[src/core/cmd_gate_pkg.sv]
// Opcodes, timing constants, carrier structs and state types of the command gate.
// Assumes a 250 MHz core clock and a host that shifts opcodes most significant bit first.
package cmd_gate_pkg;

	// Core clock
	localparam int clk_period_ps = 4000;

	// Power-down timing, in nanoseconds
	localparam int power_down_entry_delay_ns   = 3000;
	localparam int power_down_release_delay_ns = 5000;

	// Entry is a longest time: round down. Release is a least time: round up.
	localparam int entry_raw     = (power_down_entry_delay_ns * 1000) / clk_period_ps;
	localparam int entry_cycles  = (entry_raw < 1) ? 1 : entry_raw;
	localparam int release_raw   = (power_down_release_delay_ns * 1000 + clk_period_ps - 1)
		/ clk_period_ps;
	localparam int release_cycles = (release_raw < 1) ? 1 : release_raw;
	localparam int delay_cnt_w   = 16;

	// Shift counter steps per link clock edge
	localparam logic [2:0] single_wire_step = 3'h1;
	localparam logic [2:0] four_wire_step   = 3'h4;

	// Function register suspend bit positions
	localparam int func_reg_w     = 8;
	localparam int program_susp_bit = 2;
	localparam int erase_susp_bit   = 3;

	// Opcodes
	localparam logic [7:0] normal_read_cmd             = 8'h03;
	localparam logic [7:0] fast_read_cmd               = 8'h0B;
	localparam logic [7:0] dual_io_fast_read_cmd       = 8'hBB;
	localparam logic [7:0] dual_out_fast_read_cmd      = 8'h3B;
	localparam logic [7:0] quad_io_fast_read_cmd       = 8'hEB;
	localparam logic [7:0] quad_out_fast_read_cmd      = 8'h6B;
	localparam logic [7:0] double_rate_read_cmd        = 8'h0D;
	localparam logic [7:0] dual_double_rate_read_cmd   = 8'hBD;
	localparam logic [7:0] quad_double_rate_read_cmd   = 8'hED;
	localparam logic [7:0] serial_page_program_cmd     = 8'h02;
	localparam logic [7:0] quad_page_program_cmd       = 8'h32;
	localparam logic [7:0] quad_page_program_alt_cmd   = 8'h38;
	localparam logic [7:0] write_latch_set_cmd         = 8'h06;
	localparam logic [7:0] status_read_cmd             = 8'h05;
	localparam logic [7:0] function_reg_read_cmd       = 8'h48;
	localparam logic [7:0] error_flags_clear_cmd       = 8'h82;
	localparam logic [7:0] resume_cmd                  = 8'h7A;
	localparam logic [7:0] resume_alt_cmd              = 8'h30;
	localparam logic [7:0] suspend_cmd                 = 8'h75;
	localparam logic [7:0] suspend_alt_cmd             = 8'hB0;
	localparam logic [7:0] legacy_id_read_cmd          = 8'hAB;
	localparam logic [7:0] power_down_release_cmd      = legacy_id_read_cmd;
	localparam logic [7:0] volatile_read_param_set_cmd = 8'hC0;
	localparam logic [7:0] volatile_read_param_alt_cmd = 8'h63;
	localparam logic [7:0] volatile_ext_param_set_cmd  = 8'h83;
	localparam logic [7:0] read_param_read_cmd         = 8'h61;
	localparam logic [7:0] ext_param_read_cmd          = 8'h81;
	localparam logic [7:0] standard_id_read_cmd        = 8'h9F;
	localparam logic [7:0] maker_device_id_read_cmd    = 8'h90;
	localparam logic [7:0] quad_standard_id_read_cmd   = 8'hAF;
	localparam logic [7:0] unique_number_read_cmd      = 8'h4B;
	localparam logic [7:0] param_table_read_cmd        = 8'h5A;
	localparam logic [7:0] no_operation_cmd            = 8'h00;
	localparam logic [7:0] reset_arm_cmd               = 8'h66;
	localparam logic [7:0] soft_reset_cmd              = 8'h99;
	localparam logic [7:0] info_row_read_cmd           = 8'h68;
	localparam logic [7:0] sector_unlock_cmd           = 8'h26;
	localparam logic [7:0] sector_lock_cmd             = 8'h24;
	localparam logic [7:0] boot_reg_read_cmd           = 8'h14;
	localparam logic [7:0] power_down_enter_cmd        = 8'hB9;
	localparam logic [7:0] four_wire_mode_enter_cmd    = 8'h35;
	localparam logic [7:0] four_wire_mode_exit_cmd     = 8'hF5;

	// Link pins as seen by the device
	typedef struct packed {
		logic       chip_en_n;
		logic       sclk;
		logic [3:0] sio;
	} link_pins_t;

	// Committed command handed to the rest of the device
	typedef struct packed {
		logic       valid;
		logic [7:0] opcode;
	} cmd_out_t;

	typedef enum logic [1:0] {
		mode_active,
		mode_entering,
		mode_powered_down,
		mode_releasing
	} gate_mode_t;

endpackage : cmd_gate_pkg

[src/core/suspend_powerdown_cmd_gate.sv]
// Instruction acceptance gate: suspend filtering, power-down entry and release.
// Assumes link pins from the host are asynchronous; the status inputs share clk.
`timescale 1ns/1ps
module suspend_powerdown_cmd_gate
	import cmd_gate_pkg::*;
#(
	parameter int ENTRY_CYCLES   = entry_cycles,
	parameter int RELEASE_CYCLES = release_cycles
)(
	input  wire logic                  clk,
	input  wire logic                  srst,
	input  wire logic                  ce,
	input  wire link_pins_t            pins,
	input  wire logic                  write_in_progress_flag,
	input  wire logic                  program_active,
	input  wire logic                  erase_active,
	output cmd_out_t                   accepted,
	output logic                       refused,
	output logic                       soft_reset,
	output logic                       power_down_flag,
	output logic                       release_busy,
	output logic                       four_wire_command_mode,
	output logic                       program_suspended_flag,
	output logic                       erase_suspended_flag,
	output logic [func_reg_w-1:0]      suspend_field
);

	typedef struct packed {
		gate_mode_t             mode;
		logic                   four_wire;
		logic                   prog_sus;
		logic                   erase_sus;
		logic                   reset_armed;
		logic [7:0]             shift;
		logic [2:0]             bit_cnt;
		logic                   got_byte;
		logic [7:0]             opcode;
		logic [delay_cnt_w-1:0] delay_cnt;
		cmd_out_t               acc;
		logic                   rej;
		logic                   srst_pulse;
	} gate_state_t;

	gate_state_t st_reg;
	gate_state_t st_next;

	logic [1:0] ctl_level;
	logic [1:0] ctl_rise;
	logic [1:0] ctl_fall;
	logic [3:0] sio_level;
	logic       commit;
	logic       allowed;

	// Chip enable and clock pins, then data pins; matching delays keep them aligned
	edge_sync #(.W(2), .RST_VAL(2'h2)) ctl_sync ( // Idle: chip enable high, clock low
		.clk      (clk),
		.srst     (srst),
		.ce       (ce),
		.async_in ({pins.chip_en_n, pins.sclk}),
		.level    (ctl_level),
		.rise     (ctl_rise),
		.fall     (ctl_fall)
	);

	edge_sync #(.W(4)) sio_sync (
		.clk      (clk),
		.srst     (srst),
		.ce       (ce),
		.async_in (pins.sio),
		.level    (sio_level),
		.rise     (),
		.fall     ()
	);

	// Suspend permission table; erase_ok only when an erase alone is suspended
	function automatic logic suspend_allows(input logic [7:0] op, input logic erase_ok);
		case (op)
			normal_read_cmd, fast_read_cmd, dual_io_fast_read_cmd, dual_out_fast_read_cmd,
			quad_io_fast_read_cmd, quad_out_fast_read_cmd, double_rate_read_cmd,
			dual_double_rate_read_cmd, quad_double_rate_read_cmd:
				return 1'b1;
			status_read_cmd, function_reg_read_cmd, error_flags_clear_cmd:
				return 1'b1;
			volatile_read_param_set_cmd, volatile_read_param_alt_cmd,
			volatile_ext_param_set_cmd, read_param_read_cmd, ext_param_read_cmd:
				return 1'b1;
			standard_id_read_cmd, quad_standard_id_read_cmd, unique_number_read_cmd,
			param_table_read_cmd, info_row_read_cmd, boot_reg_read_cmd,
			legacy_id_read_cmd:
				return 1'b1;
			maker_device_id_read_cmd:
				return 1'b1;
			no_operation_cmd, reset_arm_cmd, soft_reset_cmd, resume_cmd, resume_alt_cmd:
				return 1'b1;
			serial_page_program_cmd, quad_page_program_cmd, quad_page_program_alt_cmd,
			write_latch_set_cmd, suspend_cmd, suspend_alt_cmd, sector_unlock_cmd,
			sector_lock_cmd:
				return erase_ok;
			default:
				return 1'b0;
		endcase
	endfunction : suspend_allows

	// Permitted set follows the gate mode and suspend flags
	always_comb
	begin
		allowed = 1'b0;
		unique case (st_reg.mode)
			mode_active:
			begin
				if (st_reg.prog_sus || st_reg.erase_sus)
					allowed = suspend_allows(st_reg.opcode,
						st_reg.erase_sus && !st_reg.prog_sus);
				else
					allowed = 1'b1;
				if (st_reg.opcode == soft_reset_cmd && !st_reg.reset_armed)
					allowed = 1'b0;
			end
			mode_entering, mode_powered_down:
				allowed = (st_reg.opcode == power_down_release_cmd)
					&& !write_in_progress_flag;
			mode_releasing:
				allowed = 1'b0;
		endcase
	end

	// Shifter, commit decode, delay counters
	always_comb
	begin
		st_next            = st_reg;
		st_next.acc.valid  = 1'b0;
		st_next.rej        = 1'b0;
		st_next.srst_pulse = 1'b0;
		commit             = 1'b0;
		if (ce)
		begin
			// Opcode capture; four-wire mode takes a nibble per edge
			if (ctl_fall[1])
			begin
				st_next.bit_cnt  = '0;
				st_next.got_byte = 1'b0;
			end
			else if (!ctl_level[1] && ctl_rise[0])
			begin
				if (st_reg.four_wire)
				begin
					st_next.shift   = {st_reg.shift[3:0], sio_level};
					st_next.bit_cnt = st_reg.bit_cnt + four_wire_step;
				end
				else
				begin
					st_next.shift   = {st_reg.shift[6:0], sio_level[0]};
					st_next.bit_cnt = st_reg.bit_cnt + single_wire_step;
				end
				if (st_next.bit_cnt == 3'h0 && !st_reg.got_byte)
				begin
					st_next.got_byte = 1'b1;
					st_next.opcode   = st_next.shift;
				end
			end
			// Entry and release timers
			if (st_reg.mode == mode_entering || st_reg.mode == mode_releasing)
			begin
				if (st_reg.delay_cnt == '0)
					st_next.mode = (st_reg.mode == mode_entering) ? mode_powered_down
						: mode_active;
				else
					st_next.delay_cnt = st_reg.delay_cnt - 1'b1;
			end
			// Partial bytes never commit and leave state alone
			commit = ctl_rise[1] && st_reg.got_byte && (st_reg.bit_cnt == 3'h0);
			if (commit)
			begin
				st_next.acc.opcode = st_reg.opcode;
				st_next.acc.valid  = allowed;
				st_next.rej        = !allowed;
			end
			if (commit && allowed)
			begin
				st_next.reset_armed = (st_reg.opcode == reset_arm_cmd);
				if (st_reg.mode != mode_active)
				begin
					st_next.mode      = mode_releasing;
					st_next.delay_cnt = delay_cnt_w'(RELEASE_CYCLES - 1);
				end
				else
				begin
					case (st_reg.opcode)
						power_down_enter_cmd:
						begin
							st_next.mode      = mode_entering;
							st_next.delay_cnt = delay_cnt_w'(ENTRY_CYCLES - 1);
						end
						four_wire_mode_enter_cmd:
							st_next.four_wire = 1'b1;
						four_wire_mode_exit_cmd:
							st_next.four_wire = 1'b0;
						suspend_cmd, suspend_alt_cmd:
						begin
							// Program nested in an erase suspend suspends as a program
							if (program_active)
								st_next.prog_sus = 1'b1;
							else if (erase_active)
								st_next.erase_sus = 1'b1;
						end
						resume_cmd, resume_alt_cmd:
						begin
							if (st_reg.prog_sus)
								st_next.prog_sus = 1'b0;
							else
								st_next.erase_sus = 1'b0;
						end
						soft_reset_cmd:
							st_next.srst_pulse = 1'b1;
						default:
							st_next.reset_armed = st_next.reset_armed;
					endcase
				end
			end
		end
	end

	always_ff @(posedge clk)
	begin
		if (srst)
			st_reg <= '{mode: mode_active, default: '0};
		else if (ce)
			st_reg <= st_next; // Low ce freezes the pulses as well
	end

	// Outputs straight from state
	assign accepted               = st_reg.acc;
	assign refused                = st_reg.rej;
	assign soft_reset             = st_reg.srst_pulse;
	assign power_down_flag        = (st_reg.mode == mode_powered_down);
	assign release_busy           = (st_reg.mode == mode_releasing);
	assign four_wire_command_mode = st_reg.four_wire;
	assign program_suspended_flag = st_reg.prog_sus;
	assign erase_suspended_flag   = st_reg.erase_sus;
	always_comb
	begin
		suspend_field                   = '0;
		suspend_field[program_susp_bit] = st_reg.prog_sus;
		suspend_field[erase_susp_bit]   = st_reg.erase_sus;
	end

	// Checks; timing bounds assume ce stays high
	localparam int entry_bound = ENTRY_CYCLES;

	a_read_in_suspend:
	assert property (@(posedge clk) disable iff (srst)
		commit && st_reg.mode == mode_active && (st_reg.prog_sus || st_reg.erase_sus)
		&& st_reg.opcode == normal_read_cmd |=> accepted.valid && !refused)
	else $error("read refused during suspend");

	a_program_susp_refuse:
	assert property (@(posedge clk) disable iff (srst)
		commit && st_reg.mode == mode_active && st_reg.prog_sus
		&& st_reg.opcode == write_latch_set_cmd |=> refused && !accepted.valid)
	else $error("write enable accepted during program suspend");

	a_suspend_other_drop:
	assert property (@(posedge clk) disable iff (srst)
		commit && st_reg.mode == mode_active && st_reg.erase_sus
		&& st_reg.opcode == power_down_enter_cmd |=> refused ##1 st_reg.mode == mode_active)
	else $error("power-down entered during suspend");

	a_reset_needs_arm:
	assert property (@(posedge clk) disable iff (srst)
		commit && st_reg.mode == mode_active && st_reg.opcode == soft_reset_cmd
		&& !st_reg.reset_armed |=> refused && !soft_reset)
	else $error("soft reset without arm");

	a_entry_on_commit:
	assert property (@(posedge clk) disable iff (srst)
		$changed(st_reg.mode) && st_reg.mode == mode_entering
		|-> $past(commit) && $past(st_reg.opcode) == power_down_enter_cmd)
	else $error("power-down entry without committed opcode");

	a_entry_within_delay:
	assert property (@(posedge clk) disable iff (srst)
		$rose(st_reg.mode == mode_entering) |-> ##[1:entry_bound] power_down_flag)
	else $error("power-down not reached in time");

	a_powered_down_filter:
	assert property (@(posedge clk) disable iff (srst)
		commit && power_down_flag && st_reg.opcode != power_down_release_cmd
		|=> refused && power_down_flag)
	else $error("command accepted while powered down");

	a_release_blocks_all:
	assert property (@(posedge clk) disable iff (srst)
		commit && release_busy |=> !accepted.valid)
	else $error("command accepted during release delay");

	a_wip_blocks_release:
	assert property (@(posedge clk) disable iff (srst)
		commit && power_down_flag && write_in_progress_flag |=> power_down_flag && refused)
	else $error("release honoured during write in progress");

	a_partial_no_commit:
	assert property (@(posedge clk) disable iff (srst)
		ce && ctl_rise[1] && st_reg.bit_cnt != 3'h0 |=> !accepted.valid && !refused)
	else $error("partial opcode committed");

	a_four_wire_entry:
	assert property (@(posedge clk) disable iff (srst)
		$rose(four_wire_command_mode) |-> $past(commit)
		&& $past(st_reg.opcode) == four_wire_mode_enter_cmd)
	else $error("four-wire mode without enter opcode");

endmodule : suspend_powerdown_cmd_gate

[src/core/edge_sync.sv]
// Two-flop synchroniser with edge detection for a group of link pins.
// Assumes inputs are asynchronous to clk and change slower than two core cycles.
`timescale 1ns/1ps
module edge_sync
	import cmd_gate_pkg::*;
#(
	parameter int           W       = 1,
	parameter logic [W-1:0] RST_VAL = '0
)(
	input  wire logic         clk,
	input  wire logic         srst,
	input  wire logic         ce,
	input  wire logic [W-1:0] async_in,
	output logic      [W-1:0] level,
	output logic      [W-1:0] rise,
	output logic      [W-1:0] fall
);

	typedef struct packed {
		logic [W-1:0] meta;
		logic [W-1:0] sync;
		logic [W-1:0] prev;
	} sync_t;

	sync_t st_reg;
	sync_t st_next;

	// Stage one feeds only stage two
	always_comb
	begin
		st_next      = st_reg;
		st_next.meta = async_in;
		st_next.sync = st_reg.meta;
		st_next.prev = st_reg.sync;
	end

	always_ff @(posedge clk)
	begin
		if (srst)
			st_reg <= '{meta: RST_VAL, sync: RST_VAL, prev: RST_VAL}; // Idle level: no false edge
		else if (ce)
			st_reg <= st_next;
	end

	// Edges seen between stage two and three
	assign level = st_reg.sync;
	assign rise  = st_reg.sync & ~st_reg.prev;
	assign fall  = ~st_reg.sync & st_reg.prev;

endmodule : edge_sync

[config.mk]
export PLATFORM = sky130hd
export DESIGN_NAME = suspend_powerdown_cmd_gate
export DESIGN_NICKNAME = d
export VERILOG_FILES = /design/src/core/cmd_gate_pkg.sv /design/src/core/suspend_powerdown_cmd_gate.sv /design/src/core/edge_sync.sv
export SDC_FILE = /design/constraint.sdc
export NUM_CORES = 1
export LEC_CHECK = 0
export BUFFER_PORTS_ARGS = -buffer_cell sky130_fd_sc_hd__buf_2
export CAP_MARGIN = 20
export CORE_ASPECT_RATIO = 1.1
export CORE_MARGIN = 2
export CORE_UTILIZATION = 34
export CTS_CLUSTER_DIAMETER = 80
export CTS_CLUSTER_SIZE = 10
export DETAILED_ROUTE_END_ITERATION = 6
export SLEW_MARGIN = 30
export SYNTH_ARGS = -nofsm -noshare
export SYNTH_HDL_FRONTEND = slang
export SYNTH_HIERARCHICAL = 1
export SYNTH_SLANG_ARGS = --single-unit
[constraint.sdc]
create_clock -name clk -period 2.7 [get_ports clk]
set_input_delay 0.54 -clock clk [delete_from_list [all_inputs] [get_ports clk]]
set_output_delay 0.54 -clock clk [all_outputs]
set_load 0.05 [all_outputs]
==> run_results.csv <==
group,metric,value,unit
run_status,status,"finished, final reports clean",
detailed_routing,num_vias,3157,
critical_path,cp_max_fo,8,
clock_tree,cts_root_buf,"clkbuf_16",
worst_hold_path,hold_path_class,"in -> reg",
clock_tree,cts.path.max_buffers,2,
die,start_util,34.7,%
pwr,switching_share,25.5,%
pwr,power_leakage,1.63,nW
pwr,peakVddDrop,0.268,mV
finish,layout.cells.non_filler,617,
finish,largest_reg_flops,37,
detailed_routing,dr_wl_met2,3760,microns
finish,layout-drive-gt1-share,20.6,%
clock_tree,cts_num_sinks,66,
detailed_routing,dr.max_layer_used,"met4",
worst_hold_path,min_from,"pins[5]",
placed_design,place_ws,58.4,ps
sta,timing.fmax,405,MHz
pwr,power,2.24,mW
sta,timing.final.crit_share,91.5,%
critical_path,r2r_cells,8,
finish,diodes,0,
detailed_routing,wl_met3,330,microns
die,io_pins,36,
clock_tree,cts_tree,"yes",
pwr,powerDensity,525,mW/mm^2
critical_path,cp.required,2950,ps
global_route,grtUsageTotal,14.2,%
synthesis,syn_area,0.00379,sq mm
sta,relSlewSlack,59.0,%
job,max_cap_viol_count,0,
pwr,p_seq_share,44.6,%
detailed_routing,drt_iter0_drc,160,
pwr,p_int,1.67,mW
critical_path,arrival,2720,ps
clock_tree,post_cts_buffers,0,
synthesis,avgSynthCellArea,8.47,sq um
detailed_routing,viasPerCell,5.12,
detailed_routing,wl,8110,microns
clock_tree,clkTransAtPathRegs,60,ps
placed_design,place_hpwl,5900,microns
sta,worst_pin_slew,615,ps
critical_path,worstSetupEndpointType,"flop",
finish,nets,486,
die,die_h,115,microns
pwr,p_clk_share,49.2,%
critical_path,r2r_start,"st_reg[29]",
detailed_routing,met1_length,3850,microns
detailed_routing,drc_errors,0,
clock_tree,clkLatencyLatePin,330,ps
pwr,p_comb_share,6.2,%
clock_tree,cts_hold_buf,0,
global_route,grt_max_degree,33,
synthesis,yosysWarnings,6,
clock_tree,cts_made_buffers,9,
sta,fin_worst_skew,6.91,ps
worst_hold_path,hold_path_end,"ctl_sync/st_next[3]",
sta,finalSetupViolCount,0,
global_route,grt-ovfl-total,0,
global_route,antenna_found_initial,0,
clock_tree,cts-htree-levels,3,
pwr,p_switching,0.573,mW
global_route,grt_pass1_wl,14000,microns
sta,hold_violations,0,
die,dieWidth,105,microns
worst_hold_path,whs_path_depth,2,
synthesis,synth_cells,447,
placed_design,dp_cells,601,
detailed_routing,drtAntennaViolNets,0,
critical_path,cp-start-kind,"flop",
detailed_routing,dr.pass1.iters,4,
critical_path,ff2ff_setup_slack,230,ps
critical_path,crit_type,"reg -> reg",
placed_design,place_congestion,0.855,
placed_design,io_buffer_count,29,
sta,period_needed,2470,ps
die,core,0.0109,sq mm
finish,nFillCells,1151,
global_route,grt_pass1_vias,2939,
sta,fin_ws,229,ps
detailed_routing,avgRoutedWirePerCell,13.1,microns
sta,finalSetupTns,0,ps
die,num_rows,40,
finish,areaGrowthSynthToFinish,12.9,%
die,die_area,0.0120,sq mm
clock_tree,post_cts_resized,0,
sta,slew_violations,0,
sta,rsz0062_at_grt,"no",
-- power by group through the flow --
stage | Sequential [mW] | Combinational [mW] | Clock (mW)
5_1_grt | 1.00 | 0.154 | 1.18
4_1_cts | 1.00 | 0.141 | 1.14
2_1_floorplan | 1.03 | 0.112 | 0
3_3_place_gp | 1.02 | 0.139 | 0
6_report | 1.00 | 0.140 | 1.10
3_5_place_dp | 1.02 | 0.141 | 0
-- area by class of cell --
type                       count  area, sq um  area share (%)
multi-input combinational    320         2100            49.0
sequential                    66         1330            31.0
timing repair buffer          53          325            7.61
clock buffer                   9          225            5.27
tap                          147          184            4.30
clock inverter                 7         61.3            1.43
inverter                      15         56.3            1.32
-- metal layers --
layer,vias to the layer above,GRT usage (%)
li1,1597,-
met1,1469,17.8
met2,74,23.7
met3,17,3.98
met4,0,4.98
met5,-,0
-- layout by cell type, fill, tap and decap left out, types with 9 or more instances in the layout --
cell type	instances
dfxtp_1	61
buf_2	29
ha_1	9
nor3_1	12
a211oi_1	15
a21oi_1	24
inv_1	15
nand2_1	32
clkbuf_16	9
o21ai_0	12
mux2i_1	22
buf_4	24
nor2_1	61
xnor2_1	10
nand3_1	11
-- worst max path at each step --
stage	startpoint	to	slack, ps	cells after the start
finish	st_reg[29]	flop	230	8
global route	st_reg[27]	st_reg[47]	50	8
detailed placement	st_reg[28]	flop	60	8
global placement	st_reg[28]	st_reg[47]	110	8
CTS	st_reg[28]	st_reg[47]	60	8
floorplan	four_wire_command_mode	st_reg[32]	420	7
-- stage by stage --
stage / utilization [%] / hold slack [ps] / cell area (sq um)
global route: 39.2 / 422 / 4280
CTS: 39.1 / 413 / 4270
detailed placement: 36.5 / 443 / 3980
finish: 39.2 / 419 / 4280
floorplan: - / 431 / 3810
global placement: 36.5 / 435 / 3980
-- worst max-delay path, stage by stage (launching register included) --
cell and delay, ps:
dfxtp_1 470, and2b_1 260, and4_1 240, o21ai_0 250, nand4_2 160, nor4_4 300, nand2b_1 180, mux2_1 330
a211oi_2 210
No activity file was read; power rests on OpenSTA's default activity.
